==> src/ssp_pkg.sv <==
// Functional notes
// RULE_01: enable plus valid mode claims port pins
// RULE_02: disable releases pins to general I/O
// RULE_03: slave clock is input from master
// RULE_04: select input routable to alternate pin
// RULE_05: mode 0100 honours active-low slave select
// RULE_06: select high holds reset, data tristated
// RULE_07: module reset clears the bit counter
// RULE_08: software reloads buffer after module reset
// RULE_09: clock edge set in slave needs select
// RULE_10: sleep keeps slave shifting, flags, wakes
// RULE_11: buffer write while busy sets collision
// RULE_12: slave byte onto full buffer overflows
// RULE_13: master mode never sets overflow
// RULE_14: polarity bit sets serial clock idle level
// RULE_15: modes 0-3 pick master bit rate
// RULE_16: mode 0101 slave ignores select pin
// RULE_17: sample phase picks middle or end
// RULE_18: software keeps sample phase clear in slave
// RULE_19: edge bit picks which clock edge stable
// RULE_20: buffer full shows completed received byte
// RULE_21: msb first, transmit and receive together
// RULE_22: software loads buffer before first clock
// RULE_23: buffer read clears buffer full
// RULE_24: overflow stops further slave communication
// RULE_25: pin-domain flags synchronised before use
package ssp_pkg;
    localparam int         ADDR_W    = 2;
    localparam logic [1:0] CTRL_ADDR = 2'h0;
    localparam logic [1:0] STAT_ADDR = 2'h1;
    localparam logic [1:0] BUF_ADDR  = 2'h2;
    localparam logic [1:0] APF_ADDR  = 2'h3;

    localparam logic [7:0] CTRL_RST  = 8'h00;
    localparam logic [7:0] STAT_RST  = 8'h00;
    localparam logic [7:0] APF_RST   = 8'h00;

    localparam int WRITE_COLLISION_FLAG_BIT  = 7;
    localparam int OVF_BIT   = 6;
    localparam int EN_BIT    = 5;
    localparam int CKP_BIT   = 4;
    localparam int SMP_BIT   = 7;
    localparam int CKE_BIT   = 6;
    localparam int BF_BIT    = 0;
    localparam int ROUTE_BIT = 0;

    localparam logic [3:0] MODE_DIV4     = 4'h0;
    localparam logic [3:0] MODE_DIV16    = 4'h1;
    localparam logic [3:0] MODE_DIV64    = 4'h2;
    localparam logic [3:0] MODE_TIMER_TWO     = 4'h3;
    localparam logic [3:0] MODE_SLV_SEL  = 4'h4;
    localparam logic [3:0] MODE_SLV_FREE = 4'h5;

    localparam int         DIV4_RATIO  = 4;
    localparam int         DIV16_RATIO = 16;
    localparam int         DIV64_RATIO = 64;
    localparam logic [5:0] DIV4_HALF   = 6'(DIV4_RATIO / 2 - 1);
    localparam logic [5:0] DIV16_HALF  = 6'(DIV16_RATIO / 2 - 1);
    localparam logic [5:0] DIV64_HALF  = 6'(DIV64_RATIO / 2 - 1);

    localparam logic [3:0] LAST_BIT     = 4'h7;
    localparam logic [4:0] MASTER_EDGES = 5'h10;

    typedef enum logic {MS_IDLE, MS_RUN} ssp_mstate_t;
endpackage

==> src/ssp_port.sv <==
`timescale 1ns/1ps
module ssp_port (
    input  wire logic       mclk_in,
    input  wire logic       sys_rst_in,
    input  wire logic [1:0] reg_addr_in,
    input  wire logic [7:0] reg_wdata_in,
    input  wire logic       reg_wr_in,
    input  wire logic       reg_rd_in,
    output logic      [7:0] reg_rdata_out,
    input  wire logic       sclk_in,
    output logic            sclk_out,
    output logic            sclk_oe_n_out,
    input  wire logic       sdi_in,
    output logic            sdo_out,
    output logic            sdo_oe_n_out,
    input  wire logic       sel_main_n_in,
    input  wire logic       sel_alt_n_in,
    input  wire logic       timer_two_tick_in,
    input  wire logic       sleep_in,
    input  wire logic       port_int_en_in,
    output logic            port_int_out,
    output logic            wake_out,
    output logic            pins_active_out,
    output logic            sel_pin_used_out
);
    // synchroniser lanes
    localparam int S_SCK = 3;
    localparam int S_SDI = 2;
    localparam int S_SM  = 1;
    localparam int S_SA  = 0;

    logic [5:0]         ctrl_reg;
    logic               write_collision_flag_reg;
    logic               ovf_reg;
    logic               bf_reg;
    logic               smp_reg;
    logic               cke_reg;
    logic               route_reg;
    logic [7:0]         buf_reg;
    logic [7:0]         tx_reg;
    logic [7:0]         rx_reg;
    logic [3:0]         bit_cnt_reg;
    logic               xfer_reg;
    logic               late_pend_reg;
    logic               rst_prev_reg;
    logic [3:0]         in_meta_reg;
    logic [3:0]         in_sync_reg;
    logic               sck_prev_reg;
    ssp_pkg::ssp_mstate_t mstate_reg;
    logic [5:0]         div_cnt_reg;
    logic [4:0]         edge_cnt_reg;
    logic [5:0]         half_lim;

    logic en;
    logic clock_polarity;
    logic [3:0] mode;
    logic is_master;
    logic is_slave;
    logic sel_hi;
    logic slv_hold;
    logic mod_rst;
    logic slv_act;
    logic mtick;
    logic m_edge;
    logic lead;
    logic trail;
    logic drive;
    logic samp_edge;
    logic late;
    logic sample;
    logic done;
    logic busy;
    logic buf_wr;
    logic buf_rd;
    logic ctrl_wr;
    logic accept;
    logic collide;

    assign en        = ctrl_reg[ssp_pkg::EN_BIT];
    assign clock_polarity       = ctrl_reg[ssp_pkg::CKP_BIT];
    assign mode      = ctrl_reg[3:0];
    assign is_master = en && (mode <= ssp_pkg::MODE_TIMER_TWO);
    assign is_slave  = en && (mode == ssp_pkg::MODE_SLV_SEL ||
                              mode == ssp_pkg::MODE_SLV_FREE);
    // select input after two flops, picked by route bit
    assign sel_hi    = route_reg ? in_sync_reg[S_SA]      // RULE_04
                                 : in_sync_reg[S_SM];
    assign slv_hold  = is_slave && mode == ssp_pkg::MODE_SLV_SEL
                       && sel_hi;                         // RULE_05
    assign mod_rst   = sys_rst_in || !en || slv_hold;     // RULE_07
    // overflow freezes the slave engine
    assign slv_act   = is_slave && !slv_hold && !ovf_reg; // RULE_24

    assign ctrl_wr = reg_wr_in && reg_addr_in == ssp_pkg::CTRL_ADDR;
    assign buf_wr  = reg_wr_in && reg_addr_in == ssp_pkg::BUF_ADDR;
    assign buf_rd  = reg_rd_in && reg_addr_in == ssp_pkg::BUF_ADDR;
    assign busy    = mstate_reg == ssp_pkg::MS_RUN || xfer_reg;
    assign collide = buf_wr && busy;                      // RULE_11
    assign accept  = buf_wr && !busy;

    always_comb begin
        case (mode)
            ssp_pkg::MODE_DIV4:  half_lim = ssp_pkg::DIV4_HALF;
            ssp_pkg::MODE_DIV16: half_lim = ssp_pkg::DIV16_HALF;
            default:             half_lim = ssp_pkg::DIV64_HALF;
        endcase
    end

    // master clock halts in sleep
    assign mtick = mstate_reg == ssp_pkg::MS_RUN && !sleep_in &&
                   (mode == ssp_pkg::MODE_TIMER_TWO ? timer_two_tick_in
                    : div_cnt_reg == half_lim);           // RULE_15
    assign m_edge = mtick && edge_cnt_reg < ssp_pkg::MASTER_EDGES;

    // slave edges from the synced pin, shifting in sleep
    always_comb begin
        lead  = 1'b0;
        trail = 1'b0;
        if (is_master) begin
            lead  = m_edge && !edge_cnt_reg[0];
            trail = m_edge && edge_cnt_reg[0];
        end else if (slv_act) begin                      // RULE_03 RULE_10
            lead  = in_sync_reg[S_SCK] != clock_polarity && sck_prev_reg == clock_polarity;
            trail = in_sync_reg[S_SCK] == clock_polarity && sck_prev_reg != clock_polarity;
        end
    end

    assign drive     = cke_reg ? trail : lead;            // RULE_19
    assign samp_edge = cke_reg ? lead : trail;
    assign late      = is_master && smp_reg;
    assign sample    = late ? (late_pend_reg && mtick)    // RULE_17
                            : samp_edge;
    assign done      = sample && bit_cnt_reg == ssp_pkg::LAST_BIT;

    always_ff @(posedge mclk_in) begin
        if (sys_rst_in) begin
            in_meta_reg  <= 4'hF;
            in_sync_reg  <= 4'hF;
            sck_prev_reg <= 1'b0;
        end else begin
            in_meta_reg  <= {sclk_in, sdi_in, sel_main_n_in,
                             sel_alt_n_in};
            in_sync_reg  <= in_meta_reg;                  // RULE_25
            sck_prev_reg <= in_sync_reg[S_SCK];
        end
    end

    always_ff @(posedge mclk_in) begin
        if (sys_rst_in) begin
            ctrl_reg  <= ssp_pkg::CTRL_RST[5:0];
            smp_reg   <= ssp_pkg::STAT_RST[ssp_pkg::SMP_BIT];
            cke_reg   <= ssp_pkg::STAT_RST[ssp_pkg::CKE_BIT];
            route_reg <= ssp_pkg::APF_RST[ssp_pkg::ROUTE_BIT];
        end else if (reg_wr_in) begin
            case (reg_addr_in)
                ssp_pkg::CTRL_ADDR: begin
                    ctrl_reg <= reg_wdata_in[5:0];
                end
                ssp_pkg::STAT_ADDR: begin
                    smp_reg <= reg_wdata_in[ssp_pkg::SMP_BIT];
                    cke_reg <= reg_wdata_in[ssp_pkg::CKE_BIT];
                end
                ssp_pkg::APF_ADDR: begin
                    route_reg <= reg_wdata_in[ssp_pkg::ROUTE_BIT];
                end
                default: begin
                end
            endcase
        end
    end

    // hardware set wins over a software clear
    always_ff @(posedge mclk_in) begin
        if (sys_rst_in) begin
            write_collision_flag_reg <= ssp_pkg::CTRL_RST[ssp_pkg::WRITE_COLLISION_FLAG_BIT];
            ovf_reg  <= ssp_pkg::CTRL_RST[ssp_pkg::OVF_BIT];
        end else begin
            if (collide) begin
                write_collision_flag_reg <= 1'b1;                         // RULE_11
            end else if (ctrl_wr) begin
                write_collision_flag_reg <= reg_wdata_in[ssp_pkg::WRITE_COLLISION_FLAG_BIT];
            end
            if (done && is_slave && bf_reg) begin
                ovf_reg <= 1'b1;                          // RULE_12 RULE_13
            end else if (ctrl_wr) begin
                ovf_reg <= reg_wdata_in[ssp_pkg::OVF_BIT];
            end
        end
    end

    always_ff @(posedge mclk_in) begin
        if (sys_rst_in) begin
            bf_reg  <= ssp_pkg::STAT_RST[ssp_pkg::BF_BIT];
            buf_reg <= 8'h00;
        end else begin
            if (done && !(is_slave && bf_reg)) begin
                bf_reg  <= 1'b1;                          // RULE_20
                buf_reg <= {rx_reg[6:0], in_sync_reg[S_SDI]};
            end else begin
                if (buf_rd) begin
                    bf_reg <= 1'b0;                       // RULE_23
                end
                if (accept) begin
                    buf_reg <= reg_wdata_in;
                end
            end
        end
    end

    // module reset seen last cycle, so only its entry or a system reset clears the transmit shifter
    always_ff @(posedge mclk_in) begin
        rst_prev_reg <= mod_rst;
    end

    // shift engine, msb first both ways
    always_ff @(posedge mclk_in) begin
        if (mod_rst) begin
            bit_cnt_reg   <= 4'h0;                        // RULE_07
            rx_reg        <= 8'h00;
            xfer_reg      <= 1'b0;
            late_pend_reg <= 1'b0;
            // a held slave may still be preloaded before select drops
            if (accept && !sys_rst_in) begin
                tx_reg  <= reg_wdata_in;
                sdo_out <= reg_wdata_in[7];
            end else if (sys_rst_in || !rst_prev_reg) begin
                tx_reg  <= 8'h00;                         // RULE_08
                sdo_out <= 1'b0;
            end
        end else begin
            if (accept) begin
                tx_reg  <= reg_wdata_in;                  // RULE_22
                sdo_out <= reg_wdata_in[7];
            end else if (drive) begin
                sdo_out <= cke_reg ? tx_reg[6] : tx_reg[7]; // RULE_21
                tx_reg  <= {tx_reg[6:0], 1'b0};
            end
            if (sample) begin
                rx_reg <= {rx_reg[6:0], in_sync_reg[S_SDI]};
                bit_cnt_reg <= done ? 4'h0 : bit_cnt_reg + 4'h1;
            end
            if (done) begin
                xfer_reg <= 1'b0;
            end else if (is_slave && (sample || (drive && !cke_reg))) begin
                xfer_reg <= 1'b1;
            end
            if (mtick) begin
                late_pend_reg <= samp_edge && late;
            end
        end
    end

    // master sequencer: 16 clock edges then a closing tick
    always_ff @(posedge mclk_in) begin
        if (mod_rst || !is_master) begin
            mstate_reg   <= ssp_pkg::MS_IDLE;
            div_cnt_reg  <= 6'h00;
            edge_cnt_reg <= 5'h00;
            sclk_out     <= clock_polarity;                          // RULE_14
        end else begin
            case (mstate_reg)
                ssp_pkg::MS_IDLE: begin
                    sclk_out     <= clock_polarity;                  // RULE_14
                    div_cnt_reg  <= 6'h00;
                    edge_cnt_reg <= 5'h00;
                    if (accept) begin
                        mstate_reg <= ssp_pkg::MS_RUN;
                    end
                end
                ssp_pkg::MS_RUN: begin
                    if (!sleep_in) begin
                        div_cnt_reg <= mtick ? 6'h00
                                             : div_cnt_reg + 6'h01;
                    end
                    if (m_edge) begin
                        sclk_out     <= !sclk_out;
                        edge_cnt_reg <= edge_cnt_reg + 5'h01;
                    end else if (mtick) begin
                        mstate_reg <= ssp_pkg::MS_IDLE;
                    end
                end
                default: begin
                    mstate_reg <= ssp_pkg::MS_IDLE;
                end
            endcase
        end
    end

    always_ff @(posedge mclk_in) begin
        if (sys_rst_in) begin
            sclk_oe_n_out    <= 1'b1;
            sdo_oe_n_out     <= 1'b1;
            pins_active_out  <= 1'b0;
            sel_pin_used_out <= 1'b0;
            port_int_out     <= 1'b0;
            wake_out         <= 1'b0;
        end else begin
            sclk_oe_n_out    <= !is_master;               // RULE_02 RULE_03
            sdo_oe_n_out     <= !(is_master ||
                                  (is_slave && !slv_hold)); // RULE_06
            pins_active_out  <= is_master || is_slave;    // RULE_01
            sel_pin_used_out <= en &&
                                mode == ssp_pkg::MODE_SLV_SEL; // RULE_16
            port_int_out     <= done;                     // RULE_10
            wake_out         <= done && sleep_in && port_int_en_in;
        end
    end

    always_ff @(posedge mclk_in) begin
        if (sys_rst_in) begin
            reg_rdata_out <= 8'h00;
        end else if (reg_rd_in) begin
            case (reg_addr_in)
                ssp_pkg::CTRL_ADDR: reg_rdata_out <=
                    {write_collision_flag_reg, ovf_reg, ctrl_reg};
                ssp_pkg::STAT_ADDR: reg_rdata_out <=
                    {smp_reg, cke_reg, 5'h00, bf_reg};
                ssp_pkg::BUF_ADDR:  reg_rdata_out <= buf_reg;
                default:            reg_rdata_out <= {7'h00, route_reg};
            endcase
        end else begin
            reg_rdata_out <= 8'h00;
        end
    end
endmodule

==> config.mk <==
export PLATFORM = sky130hd
export DESIGN_NAME = ssp_port
export DESIGN_NICKNAME = d
export VERILOG_FILES = /design/src/ssp_pkg.sv /design/src/ssp_port.sv
export SDC_FILE = /design/constraint.sdc
export NUM_CORES = 1
export LEC_CHECK = 0
export ABC_AREA = 1
export BUFFER_PORTS_ARGS = -buffer_cell sky130_fd_sc_hd__clkbuf_2
export CAP_MARGIN = 20
export CORE_ASPECT_RATIO = 1.75
export CORE_UTILIZATION = 58
export DETAILED_ROUTE_END_ITERATION = 10
export PLACE_DENSITY = 0.79
export SLEW_MARGIN = 20
export SYNTH_ARGS = -nofsm -noshare
export SYNTH_HDL_FRONTEND = slang
export SYNTH_SLANG_ARGS = --single-unit
==> constraint.sdc <==
create_clock -name mclk_in -period 2.7 [get_ports mclk_in]
set_input_delay 0.135 -clock mclk_in [delete_from_list [all_inputs] [get_ports mclk_in]]
set_output_delay 0.135 -clock mclk_in [all_outputs]
set_load 0.02 [all_outputs]
After elaboration in Yosys (flattened, before gate mapping)
Cells that the tools add are included.
{"block": "word_totals", "regBits": 79, "latchBits": 0, "ram_bits": 0, "mem_bits_ro": 0, "in_bits": 21, "out_inout_bits": 16, "wordCells": 163, "n_memories": 0}
{"block": "classes", "n_addsub": 3, "multipliers": 0, "n_div": 0, "order_cmp": 2, "n_eq_ne": 17, "shifts": 0, "muxes": 43, "bitwise": 2, "reduce_logical": 67}
{"operator": "8-bit 2-to-1 mux", "n": 7}
{"operator": "1-bit logical AND", "n": 32}
{"operator": "1-bit 2-to-1 mux", "n": 26}
{"operator": "8-bit one-hot mux with 3 select lines", "n": 1}
{"operator": "5-bit one-hot mux with 2 select lines", "n": 2}
{"operator": "1-bit zero test", "n": 13}
{"operator": "4-bit by 3-bit equality test with 1-bit output, second input constant", "n": 3}
{"operator": "6-bit 2-to-1 mux", "n": 2}
{"operator": "6-bit one-hot mux with 2 select lines", "n": 1}
{"operator": "1-bit logical OR", "n": 9}
{"operator": "2-bit AND reduction", "n": 4}
{"operator": "2-bit nonzero test", "n": 4}
{"operator": "6-bit by 1-bit adder with 6-bit output, second input constant", "n": 1}
{"operator": "6-bit by 5-bit equality test with 1-bit output", "n": 1}
{"operator": "3-bit by 1-bit != test with 1-bit output, second input constant", "n": 2}
{"operator": "5-bit by 1-bit adder with 5-bit output, second input constant", "n": 1}
{"operator": "5-bit < comparator, second input constant", "n": 1}
{"operator": "5-bit 2-to-1 mux", "n": 1}
{"operator": "4-bit by 1-bit adder with 4-bit output, second input constant", "n": 1}
{"operator": "2-bit equality test, second input constant", "n": 2}
{"operator": "4-bit by 1-bit equality test with 1-bit output, second input constant", "n": 1}
{"operator": "4-bit by 2-bit equality test with 1-bit output, second input constant", "n": 1}
{"operator": "4-bit by 2-bit <= comparator with 1-bit output, second input constant", "n": 1}
{"operator": "4-bit zero test", "n": 1}
{"operator": "11 further kinds", "n": 16}

Longest topological paths before layout
Gate-level depths: netlist of run 1.
{"block": "depth", "ltp_word": 16, "depth_mapped": 16, "mapped_depth_nobuf": 16}

Worst setup path after synthesis of run 1
Ideal clock, no wire load.
{"block": "synth_path", "path_type": "input -> register", "startpoint": "input port reg_addr_in[0]", "endpoint": "register sdo_out (enable)", "setup_time_ps": 381, "arrival_time_ps": 1738, "required_ps": 2319, "setup_slack_ps": 582, "path_stages": 8, "n_path_buf": 1, "cell_sequence": "clkbuf_1 > nor2_2 > inv_1 > nor3_1 > clkinv_1 > nand3_1 > nor2_1 > a31oi_1"}
{"block": "synth_between", "elab_chain_len": 6, "word_cells_on_any_way": 7, "cone_classes": "eq/ne: 2; reduce/logical: 5"}
{"element": "from (decl)", "line": "ssp_port.sv:5", "text": "input wire logic [1:0] reg_addr_in,"}
{"element": "2-bit equality test (*)", "line": "ssp_port.sv:95", "text": "assign buf_wr = reg_wr_in && reg_addr_in == ssp_pkg::BUF_ADDR;"}
{"element": "1-bit logical AND (*)", "line": "ssp_port.sv:95"}
{"element": "1-bit logical AND (*)", "line": "ssp_port.sv:99", "text": "assign accept = buf_wr && !busy;"}
{"element": "1-bit logical AND", "line": "ssp_port.sv:223", "text": "if (accept && !sys_rst_in) begin"}
{"element": "3-bit by 1-bit != test with 1-bit output (no source line)"}
{"element": "2-bit AND reduction (no source line) (*)"}
{"element": "to (signal assigned)", "line": "ssp_port.sv:225", "text": "sdo_out <= reg_wdata_in[7];"}
{"element": "to (signal assigned)", "line": "ssp_port.sv:233", "text": "sdo_out <= reg_wdata_in[7];"}
{"element": "to (signal assigned)", "line": "ssp_port.sv:235", "text": "sdo_out <= cke_reg ? tx_reg[6] : tx_reg[7];"}
{"element": "to (decl)", "line": "ssp_port.sv:14", "text": "output logic sdo_out,"}
Mark *: on every way between the ends. The rest lies on a longest branch, timed or not.
A chain may end at the register's enable or synchronous reset.

Worst setup path after layout of run 1
{"block": "layout_path", "startpoint": "register ctrl_reg[3]", "endpoint": "register bit_cnt_reg[2]"}
{"block": "layout_between", "elab_chain_len": 14, "word_cells_on_any_way": 32, "cone_classes": "order compare: 1; eq/ne: 5; mux: 9; reduce/logical: 17"}
{"element": "from (decl)", "line": "ssp_port.sv:32", "text": "logic [5:0] ctrl_reg;"}
{"element": "from (signal assigned)", "line": "ssp_port.sv:150", "text": "ctrl_reg <= ssp_pkg::CTRL_RST[5:0];"}
{"element": "from (signal assigned)", "line": "ssp_port.sv:157", "text": "ctrl_reg <= reg_wdata_in[5:0];"}
{"element": "parallel branches: the longest is 14 deep, another holds 6-bit by 5-bit equality test with 1-bit output"}
{"element": "to (signal assigned)", "line": "ssp_port.sv:240", "text": "bit_cnt_reg <= done ? 4'h0 : bit_cnt_reg + 4'h1;"}
{"element": "to (decl)", "line": "ssp_port.sv:42", "text": "logic [3:0] bit_cnt_reg;"}
Several ways; the timed one is not identified.

==> results.cfg, run 1 <==
[status]
status = finished clean

[logic_synthesis]
syn_nets = 459
synth_cells = 435
synth_edf_count = 10
syn_area_per_cell_um2 = 7.798
ys_seq_elements = 79
synth_flop_cell = dfxtp_1
yosys_warnings = 0
seq_area_frac_synth_pct = 49.58
synthDistinctLibCells = 35
synthArstFlopShare_pct = 0
syn-cell-area_mm2 = 0.003392

[layout]
drive_gt1_share_pct = 17.28
design_area_mm2 = 0.003958
most-common-layout-cells = 106 x nand2_1, 69 x dfxtp_1, 44 x a21oi_1, 42 x inv_1, 36 x clkbuf_2
diodes = 0
fillCellCount = 492
multiInputGateArea_mm2 = 0.001464
nets = 505
area_delta_synth_final_pct = 16.67
ff_latch_area_mm2 = 0.001682
mostFrequentLayoutCell = nand2_1

[routing]
ant_nets = 0
route.detailed.drc = 0
wl_per_cell_um = 13.72
wl_mm = 7.709
vias = 3014
drt_iter0_markers = 140
vias_per_cell = 5.363
first_pass_iters = 4

[floorplan]
dieWidth_um = 59.81
num_rows = 36
ioPinCount = 37
die_area_mm2 = 0.006170
coreArea_mm2 = 0.005585
start_util_pct = 60.73
die_h_um = 103.2

[sta]
hold_viol_final = 0
fin_crit_ns = 2.144
relSlewSlack_pct = 56.82
worst_pin_slew_ns = 0.6427
clock_skew_ns = 0.009625
rsz0062_at_grt = false
fin_hold_ws_ns = 0.01468
setup_viol = 0
min_period_over_period_pct = 79.42
drv_slew = 0
fmax_ghz = 0.4664
setup_tns_ns = 0

[cts]
ctsHtreeMaxLevel = 3
numCtsBuffers = 9
clock_sinks = 79
cts_hold_buf = 4
cts_tree = yes
clock_latency_ns = 0.36
cts_resized = 0
cts_root_buffer = clkbuf_8
clk_pin_slew_ns = 0.08
post-cts-setup-buffer-count = 0
clk_path_buf_depth = 2

[place]
gp_congestion = 0.9174
numPortBuffers = 36
dp_hpwl_mm = 5.959
placed_cell_area_mm2 = 0.003654

[critical_path]
startpoint_type = flip-flop
crit_chain = nor2_2 > nand2_1 > o21ai_0 > nand3_1 > nand2_1 > nand4_1 > nand2_1 > nand3_2 > nand3_2 > nand2_1 > nor2_1 > o21ai_0 > a21oi_1
critPathMaxFanout = 13
reg2reg_slack_ns = 0.56
worstPathArrival_ns = 2.44
reg2regPathDepth = 13
end_kind = flip-flop
max_stage_delay_ns = 0.36
slowest_stage = dfxtp_1
path_common_cell = nand2_1
path_class = flip-flop to flip-flop
required_ns = 3.00

[global_route]
grt_util_all_layers_pct = 28.14
antenna_found_initial = 0
grt_pass1_wl_mm = 12.59
grt_pass1_vias = 2855
gr-total-overflow = 0
grt_max_degree = 33

[min_path]
hold_depth = 2
hold_class = input port to flip-flop

[power]
p_per_area_mw_per_mm2 = 623.6
p_leak_nw = 1.640
vdd_drop_max_mv = 0.5085

[flow_run]
maxCapViolCount = 0
[cell type report]
cell class,instances,share of cell area [%]
well taps,76,2.403
flip-flops and latches,79,42.49
repair buffers,46,6.702
inverters,50,4.742
clock inverters,2,0.9485
clock buffers,14,5.722
multi-input cells,295,36.99
[synthesized netlist by cell type, drive strengths merged (2+ instances only)]
| cell | instances | area (µm²) |
|---|---|---|
| a31oi | 3 | 18.77 |
| o21ai | 36 | 180.2 |
| nor2 | 32 | 130.1 |
| nor3 | 4 | 20.02 |
| clkinv | 2 | 7.510 |
| buf | 4 | 32.53 |
| xor2 | 2 | 17.52 |
| a21oi | 44 | 220.2 |
| nand2 | 109 | 421.7 |
| nand3 | 27 | 145.1 |
| and3 | 2 | 12.51 |
| ha | 3 | 37.54 |
| inv | 48 | 180.2 |
| or2 | 9 | 56.31 |
| dfxtp | 69 | 1381 |
| mux2i | 2 | 20.02 |
| edfxtp | 10 | 300.3 |
| clkbuf | 7 | 26.28 |
| nand4 | 13 | 96.34 |
| xnor2 | 3 | 26.28 |
[worst paths after layout]
path,to,start
worst max-delay path,bit_cnt_reg[2]$_SDFFE_PN0N_,ctrl_reg[3]$_SDFFE_PP0P_
worst min-delay path,wake_out$_SDFF_PP0_,port_int_en_in
worst max register to register,bit_cnt_reg[2]$_SDFFE_PN0N_,ctrl_reg[3]$_SDFFE_PP0P_
worst min register to register,in_sync_reg[0]$_SDFF_PP1_,in_meta_reg[0]$_SDFF_PP1_
[worst max-delay path: cells and delay by family (launching register included)]
family | cells | cell delay, ns
compound gates | 3 | 0.30
flops | 1 | 0.36
simple gates | 10 | 1.41
[stage by stage]
step                      cells  util (%)  power (mW)  setup slack [ns]
after CTS                   562     70.86       2.476            0.5613
after global routing        562     70.86       2.545            0.2806
final                       562     70.86       2.468            0.5557
after detailed placement    542     65.41       1.415            0.5574
after global placement      542     65.41       1.412            0.6309
after floorplan             435         -       1.359            0.5815
[power by group]
part	leakage [nW]	internal, mW	switching, mW
combinational	0.841	0.0537	0.0950
clock	0.130	0.646	0.428
sequential	0.668	1.23	0.0201
[logic make-up (layout without fill, tap and decap cells)]
kind of cell             Yosys count  after routing  share of synthesized area, %
multiplexers                       2              2                        0.5902
XOR/XNOR                           5              5                         1.291
buffers and inverters             61            112                         7.267
flip-flops                        79             79                         49.58
AND/OR/NAND/NOR                  198            198                         26.85
adder cells (fa/ha/maj)            3              3                         1.107
AO/OA/AOI/OAI                     87             87                         13.32
[per-layer routing]
| layer | vias up | global-route usage (%) | share of wire, % |
|---|---|---|---|
| met5 | - | 0 | 0 |
| met4 | 0 | 19.32 | 4.8 |
| met1 | 1379 | 30.09 | 39 |
| met3 | 28 | 5.646 | 4.5 |
| li1 | 1525 | - | - |
| met2 | 82 | 48.29 | 52 |
(Power assumes the default switching activity.)
==> inputs of run 2 (changes only) <==
==> constraint.sdc (replaced) <==
create_clock -name mclk_in -period 2.15 [get_ports mclk_in]
set_input_delay 0.1075 -clock mclk_in [delete_from_list [all_inputs] [get_ports mclk_in]]
set_output_delay 0.1075 -clock mclk_in [all_outputs]
set_load 0.02 [all_outputs]
==> results.cfg, run 2 (synthesis gave the netlist of run 1 again) <==
[cts]
ctsHtreeMaxLevel = 3
clk_path_buf_depth = 2
cts_tree = yes
clock_sinks = 79
clk_pin_slew_ns = 0.08
clock_latency_ns = 0.37
cts_root_buffer = clkbuf_8
numCtsBuffers = 9

[layout]
drive_gt1_share_pct = 21.20
diodes = 0
area_delta_synth_final_pct = 21.10
utilization_pct = 73.54
mostFrequentLayoutCell = nand2_1
instances_no_fill = 576
most-common-layout-cells = 102 x nand2_1, 65 x dfxtp_1, 44 x a21oi_1, 42 x inv_1, 36 x clkbuf_2
nets = 519
design_area_mm2 = 0.004108

[sta]
fin_crit_ns = 2.085
setup_viol = 0
drv_slew = 0
worst_pin_slew_ns = 0.6663
clock_skew_ns = 0.007236
relSlewSlack_pct = 55.41
fmax_ghz = 0.4797
rsz0062_at_grt = true
min_period_over_period_pct = 96.95
hold_viol_final = 0

[critical_path]
critPathMaxFanout = 15
path_class = flip-flop to flip-flop
startpoint_type = flip-flop
worstPathArrival_ns = 2.33
reg2regPathDepth = 13
reg2reg_from = ctrl_reg[5]$_SDFFE_PP0P_
reg2reg_slack_ns = 0.07
r2r-end = buf_reg[6]$_SDFFE_PP0P_
end_kind = flip-flop
required_ns = 2.40

[floorplan]
num_rows = 36
coreArea_mm2 = 0.005585
ioPinCount = 37
dieWidth_um = 59.81
start_util_pct = 60.73
die_area_mm2 = 0.006170
die_h_um = 103.2

[place]
numPortBuffers = 36
placed_cell_area_mm2 = 0.003706
dp_hpwl_mm = 6.072
gp_congestion = 0.8872
place_inst = 549

[routing]
ant_nets = 0
first_pass_iters = 4
wl_mm = 8.554
wl_per_cell_um = 14.85
drt_iter0_markers = 197
vias = 3126
route.detailed.drc = 0
vias_per_cell = 5.427

[min_path]
holdPathEnd = wake_out$_SDFF_PP0_
hold_start = sleep_in
hold_class = input port to flip-flop
hold_depth = 2

[global_route]
gr-total-overflow = 0
grt_max_degree = 33
grt_pass1_vias = 2901
antenna_found_initial = 0
grt_util_all_layers_pct = 28.88
grt_pass1_wl_mm = 12.91

[power]
p_leak_nw = 1.691
p_per_area_mw_per_mm2 = 745.8
vdd_drop_max_mv = 0.5111

[flow_run]
maxCapViolCount = 0

[status]
status = finished clean
[run 2: cell types whose count changed in the layout (fill, tap and decap cells not counted), moves of 2 or more]
cell	delta
buf_4	+11
dfxtp_1	-4
dfxtp_2	+4
nand2_1	-4
nand2_2	+3
clkbuf_16	-2
nor2_1	-2
[run 2: final cells by class]
class / count / area (µm²)
fill: 445 / 1478
multi-input combinational: 297 / 1539
inverter: 50 / 187.7
clock inverter: 4 / 75.07
tap: 76 / 95.09
sequential: 79 / 1687
clock buffer: 12 / 166.4
timing repair buffer: 58 / 357.8
[run 2: critical path: stages, from the launching register on]
cell     delay (ns)
dfxtp_1        0.39
inv_2          0.08
nor4_4         0.34
nand2_2        0.08
nor2_2         0.12
nand3_1        0.07
nand2_1        0.09
nand2_1        0.12
nand2_2        0.11
nand2_2        0.08
nand2_8        0.13
nand4_1        0.14
nand2_1        0.13
a21oi_1        0.08
[run 2: what timing repair did]
item | 4_1_cts | 5_1_grt
hold endpoints to repair | 5 | 0
endpoints found under the setup margin | 0 | 31
resized for setup | 0 | 15
setup buffers | 0 | 4
hold buffers | 5 | 0
[run 2: worst max-delay path by stage]
stage          slack, ns  depth (start not counted)                          end                startpoint
2_1_floorplan       0.04                          5            sdo_out$_DFFE_PP_  ctrl_reg[1]$_SDFFE_PP0P_
3_3_place_gp        0.14                         13  bit_cnt_reg[3]$_SDFFE_PN0N_  ctrl_reg[5]$_SDFFE_PP0P_
3_5_place_dp        0.08                         13  bit_cnt_reg[2]$_SDFFE_PN0N_  ctrl_reg[3]$_SDFFE_PP0P_
4_1_cts             0.03                         12  bit_cnt_reg[0]$_SDFFE_PN0N_  ctrl_reg[3]$_SDFFE_PP0P_
5_1_grt            -0.03                         16      buf_reg[4]$_SDFFE_PP0P_  ctrl_reg[1]$_SDFFE_PP0P_
6_report            0.07                         13      buf_reg[6]$_SDFFE_PP0P_  ctrl_reg[5]$_SDFFE_PP0P_
[run 2: metrics by stage]
step                      hold WS [ns]  power (mW)   TNS, ns  worst slack, ns
final                          0.02859       3.064         0          0.06549
after global routing           0.03357       3.166  -0.08698         -0.03417
after CTS                      0.03263       3.058         0          0.03428
after detailed placement        0.2938       1.784         0          0.07669
after global placement          0.2911       1.779         0           0.1382
after floorplan                 0.1786       1.707         0          0.03719
[run 2: report_power, final]
part | total, mW | internal (mW) | switching, mW
sequential | 1.56 | 1.54 | 0.0257
combinational | 0.201 | 0.0752 | 0.126
clock | 1.30 | 0.756 | 0.542
total | 3.06 | 2.37 | 0.693
[run 2: per-layer routing]
layer  wire, µm  track usage (%)  up-vias
met3        423            7.277       25
met4        327            13.95        0
met2       4625            53.59      100
met5          0                0        -
li1           -                -     1564
met1       3178            28.80     1437
==> inputs of run 3 (changes only) <==
--- a/config.mk
+++ b/config.mk
@@ -9,9 +9,9 @@
 export BUFFER_PORTS_ARGS = -buffer_cell sky130_fd_sc_hd__clkbuf_2
 export CAP_MARGIN = 20
 export CORE_ASPECT_RATIO = 1.75
-export CORE_UTILIZATION = 58
+export CORE_UTILIZATION = 60
 export DETAILED_ROUTE_END_ITERATION = 10
-export PLACE_DENSITY = 0.79
+export PLACE_DENSITY = 0.81
 export SLEW_MARGIN = 20
 export SYNTH_ARGS = -nofsm -noshare
 export SYNTH_HDL_FRONTEND = slang
==> constraint.sdc (replaced) <==
create_clock -name mclk_in -period 2.4 [get_ports mclk_in]
set_input_delay 0.12 -clock mclk_in [delete_from_list [all_inputs] [get_ports mclk_in]]
set_output_delay 0.12 -clock mclk_in [all_outputs]
set_load 0.02 [all_outputs]
==> results.cfg, run 3 (synthesis gave the netlist of run 1 again) <==
[status]
status = finished clean

[floorplan]
die_area_mm2 = 0.005970
dieWidth_um = 58.84
start_util_pct = 63.49
coreArea_mm2 = 0.005343
num_rows = 35
die_h_um = 101.5
ioPinCount = 37

[min_path]
holdPathEnd = wake_out$_SDFF_PP0_
hold_start = sleep_in
hold_class = input port to flip-flop
hold_depth = 2

[sta]
relSlewSlack_pct = 58.51
hold_viol_final = 0
worst_pin_slew_ns = 0.6176
fin_crit_ns = 2.167
setup_tns_ns = 0
clock_skew_ns = 0.01027
min_period_over_period_pct = 90.28
fin_hold_ws_ns = 0.04153
drv_slew = 0
rsz0062_at_grt = false
setup_viol = 0
fmax_ghz = 0.4615

[layout]
most-common-layout-cells = 105 x nand2_1, 69 x dfxtp_1, 44 x a21oi_1, 42 x inv_1, 36 x clkbuf_2
fillCellCount = 453
ff_latch_area_mm2 = 0.001682
diodes = 0
nets = 509
drive_gt1_share_pct = 17.96
multiInputGateArea_mm2 = 0.001466
utilization_pct = 73.44
instances_no_fill = 564
area_delta_synth_final_pct = 15.68
mostFrequentLayoutCell = nand2_1

[power]
clockPowerShare_pct = 37.9
p_comb_share_pct = 6.8
power.internal_mw = 1.891
switching_share_pct = 25.47
switchingPower_mw = 0.6465
p_per_area_mw_per_mm2 = 646.8
power_frac_seq_pct = 55.2
p_leak_nw = 1.632
vdd_drop_max_mv = 0.4724

[critical_path]
r2r-end = buf_reg[4]$_SDFFE_PP0P_
worstSetupStartpoint = ctrl_reg[0]$_SDFFE_PP0P_
reg2reg_from = ctrl_reg[0]$_SDFFE_PP0P_
critPathMaxFanout = 17
reg2regPathDepth = 14
end_kind = flip-flop
path_class = flip-flop to flip-flop
worstPathArrival_ns = 2.46
required_ns = 2.69
startpoint_type = flip-flop
reg2reg_slack_ns = 0.23

[routing]
vias_per_cell = 5.434
first_pass_iters = 5
ant_nets = 0
wl_mm = 7.981
drt_iter0_markers = 147
vias = 3065
wl_per_cell_um = 14.15
route.detailed.drc = 0

[cts]
cts_root_buffer = clkbuf_8
clock_latency_ns = 0.36
cts_tree = yes
clk_pin_slew_ns = 0.09
clock_sinks = 79
ctsHtreeMaxLevel = 3
clk_path_buf_depth = 2
numCtsBuffers = 9

[place]
place_inst = 543
dp_hpwl_mm = 5.897
numPortBuffers = 36
gp_congestion = 0.9604

[global_route]
grt_max_degree = 33
grt_pass1_wl_mm = 13.05
antenna_found_initial = 0
grt_pass1_vias = 3004
gr-total-overflow = 0
grt_util_all_layers_pct = 29.70

[flow_run]
maxCapViolCount = 0
[run 3: final cells by class]
cell class / count / share of cell area (%)
Sequential cell: 79 / 42.86
Clock buffer: 10 / 3.795
Tap cell: 74 / 2.360
Timing Repair Buffer: 50 / 7.589
Multi-Input combinational cell: 295 / 37.37
Inverter: 50 / 4.783
Clock inverter: 6 / 1.244
[run 3: power by group through the flow]
stage | combinational [mW] | sequential (mW) | clock, mW
after global placement | 0.161 | 1.43 | 0
after floorplan | 0.0968 | 1.43 | 0
after CTS | 0.172 | 1.40 | 0.967
final | 0.173 | 1.40 | 0.963
after detailed placement | 0.164 | 1.43 | 0
after global routing | 0.192 | 1.41 | 1.02
[run 3: timing repair]
| action | CTS | global route |
|---|---|---|
| setup endpoints to repair | 0 | 1 |
| gates resized for setup | 0 | 1 |
| buffers inserted | 0 | 0 |
| hold buffers | 5 | 0 |
| hold endpoints to repair | 5 | 0 |
[run 3: worst max-delay path by stage]
stage,end,slack [ns],cells after the start
after floorplan,sdo_out$_DFFE_PP_,0.29,5
after detailed placement,bit_cnt_reg[0]$_SDFFE_PN0N_,0.31,12
after global placement,bit_cnt_reg[2]$_SDFFE_PN0N_,0.37,13
final,buf_reg[4]$_SDFFE_PP0P_,0.23,14
after CTS,bit_cnt_reg[2]$_SDFFE_PN0N_,0.27,13
after global routing,buf_reg[4]$_SDFFE_PP0P_,0.05,16
[run 3: critical path, cell delays in order (launching register included)]
cell and delay [ns]:
dfxtp_1 0.44, inv_2 0.10, o21ai_0 0.10, nand2_1 0.08, nand2_1 0.07, nand3_1 0.08, nand2_1 0.13, nand4_1 0.12
nand2_1 0.11, nand3_2 0.09, nand3_2 0.12, nand4_4 0.23, nand2_1 0.14, nand2_1 0.12, a21oi_1 0.16
[run 3: stage by stage]
step | total power [mW] | worst slack (ns) | instance area (µm²)
2_1_floorplan | 1.529 | 0.2872 | 3392
4_1_cts | 2.541 | 0.2684 | 3921
3_5_place_dp | 1.596 | 0.3138 | 3674
3_3_place_gp | 1.591 | 0.3718 | 3674
6_report | 2.538 | 0.2334 | 3924
5_1_grt | 2.622 | 0.05190 | 3924
[run 3: per-layer routing]
metal | up-vias | share of wire [%] | track usage [%] | routed length, µm
li1 | 1537 | - | - | -
met1 | 1390 | 38 | 30.83 | 3043
met2 | 108 | 51 | 50.96 | 4071
met3 | 30 | 4.7 | 5.492 | 377
met4 | 0 | 6.1 | 23.44 | 488
met5 | - | 0 | 0 | 0
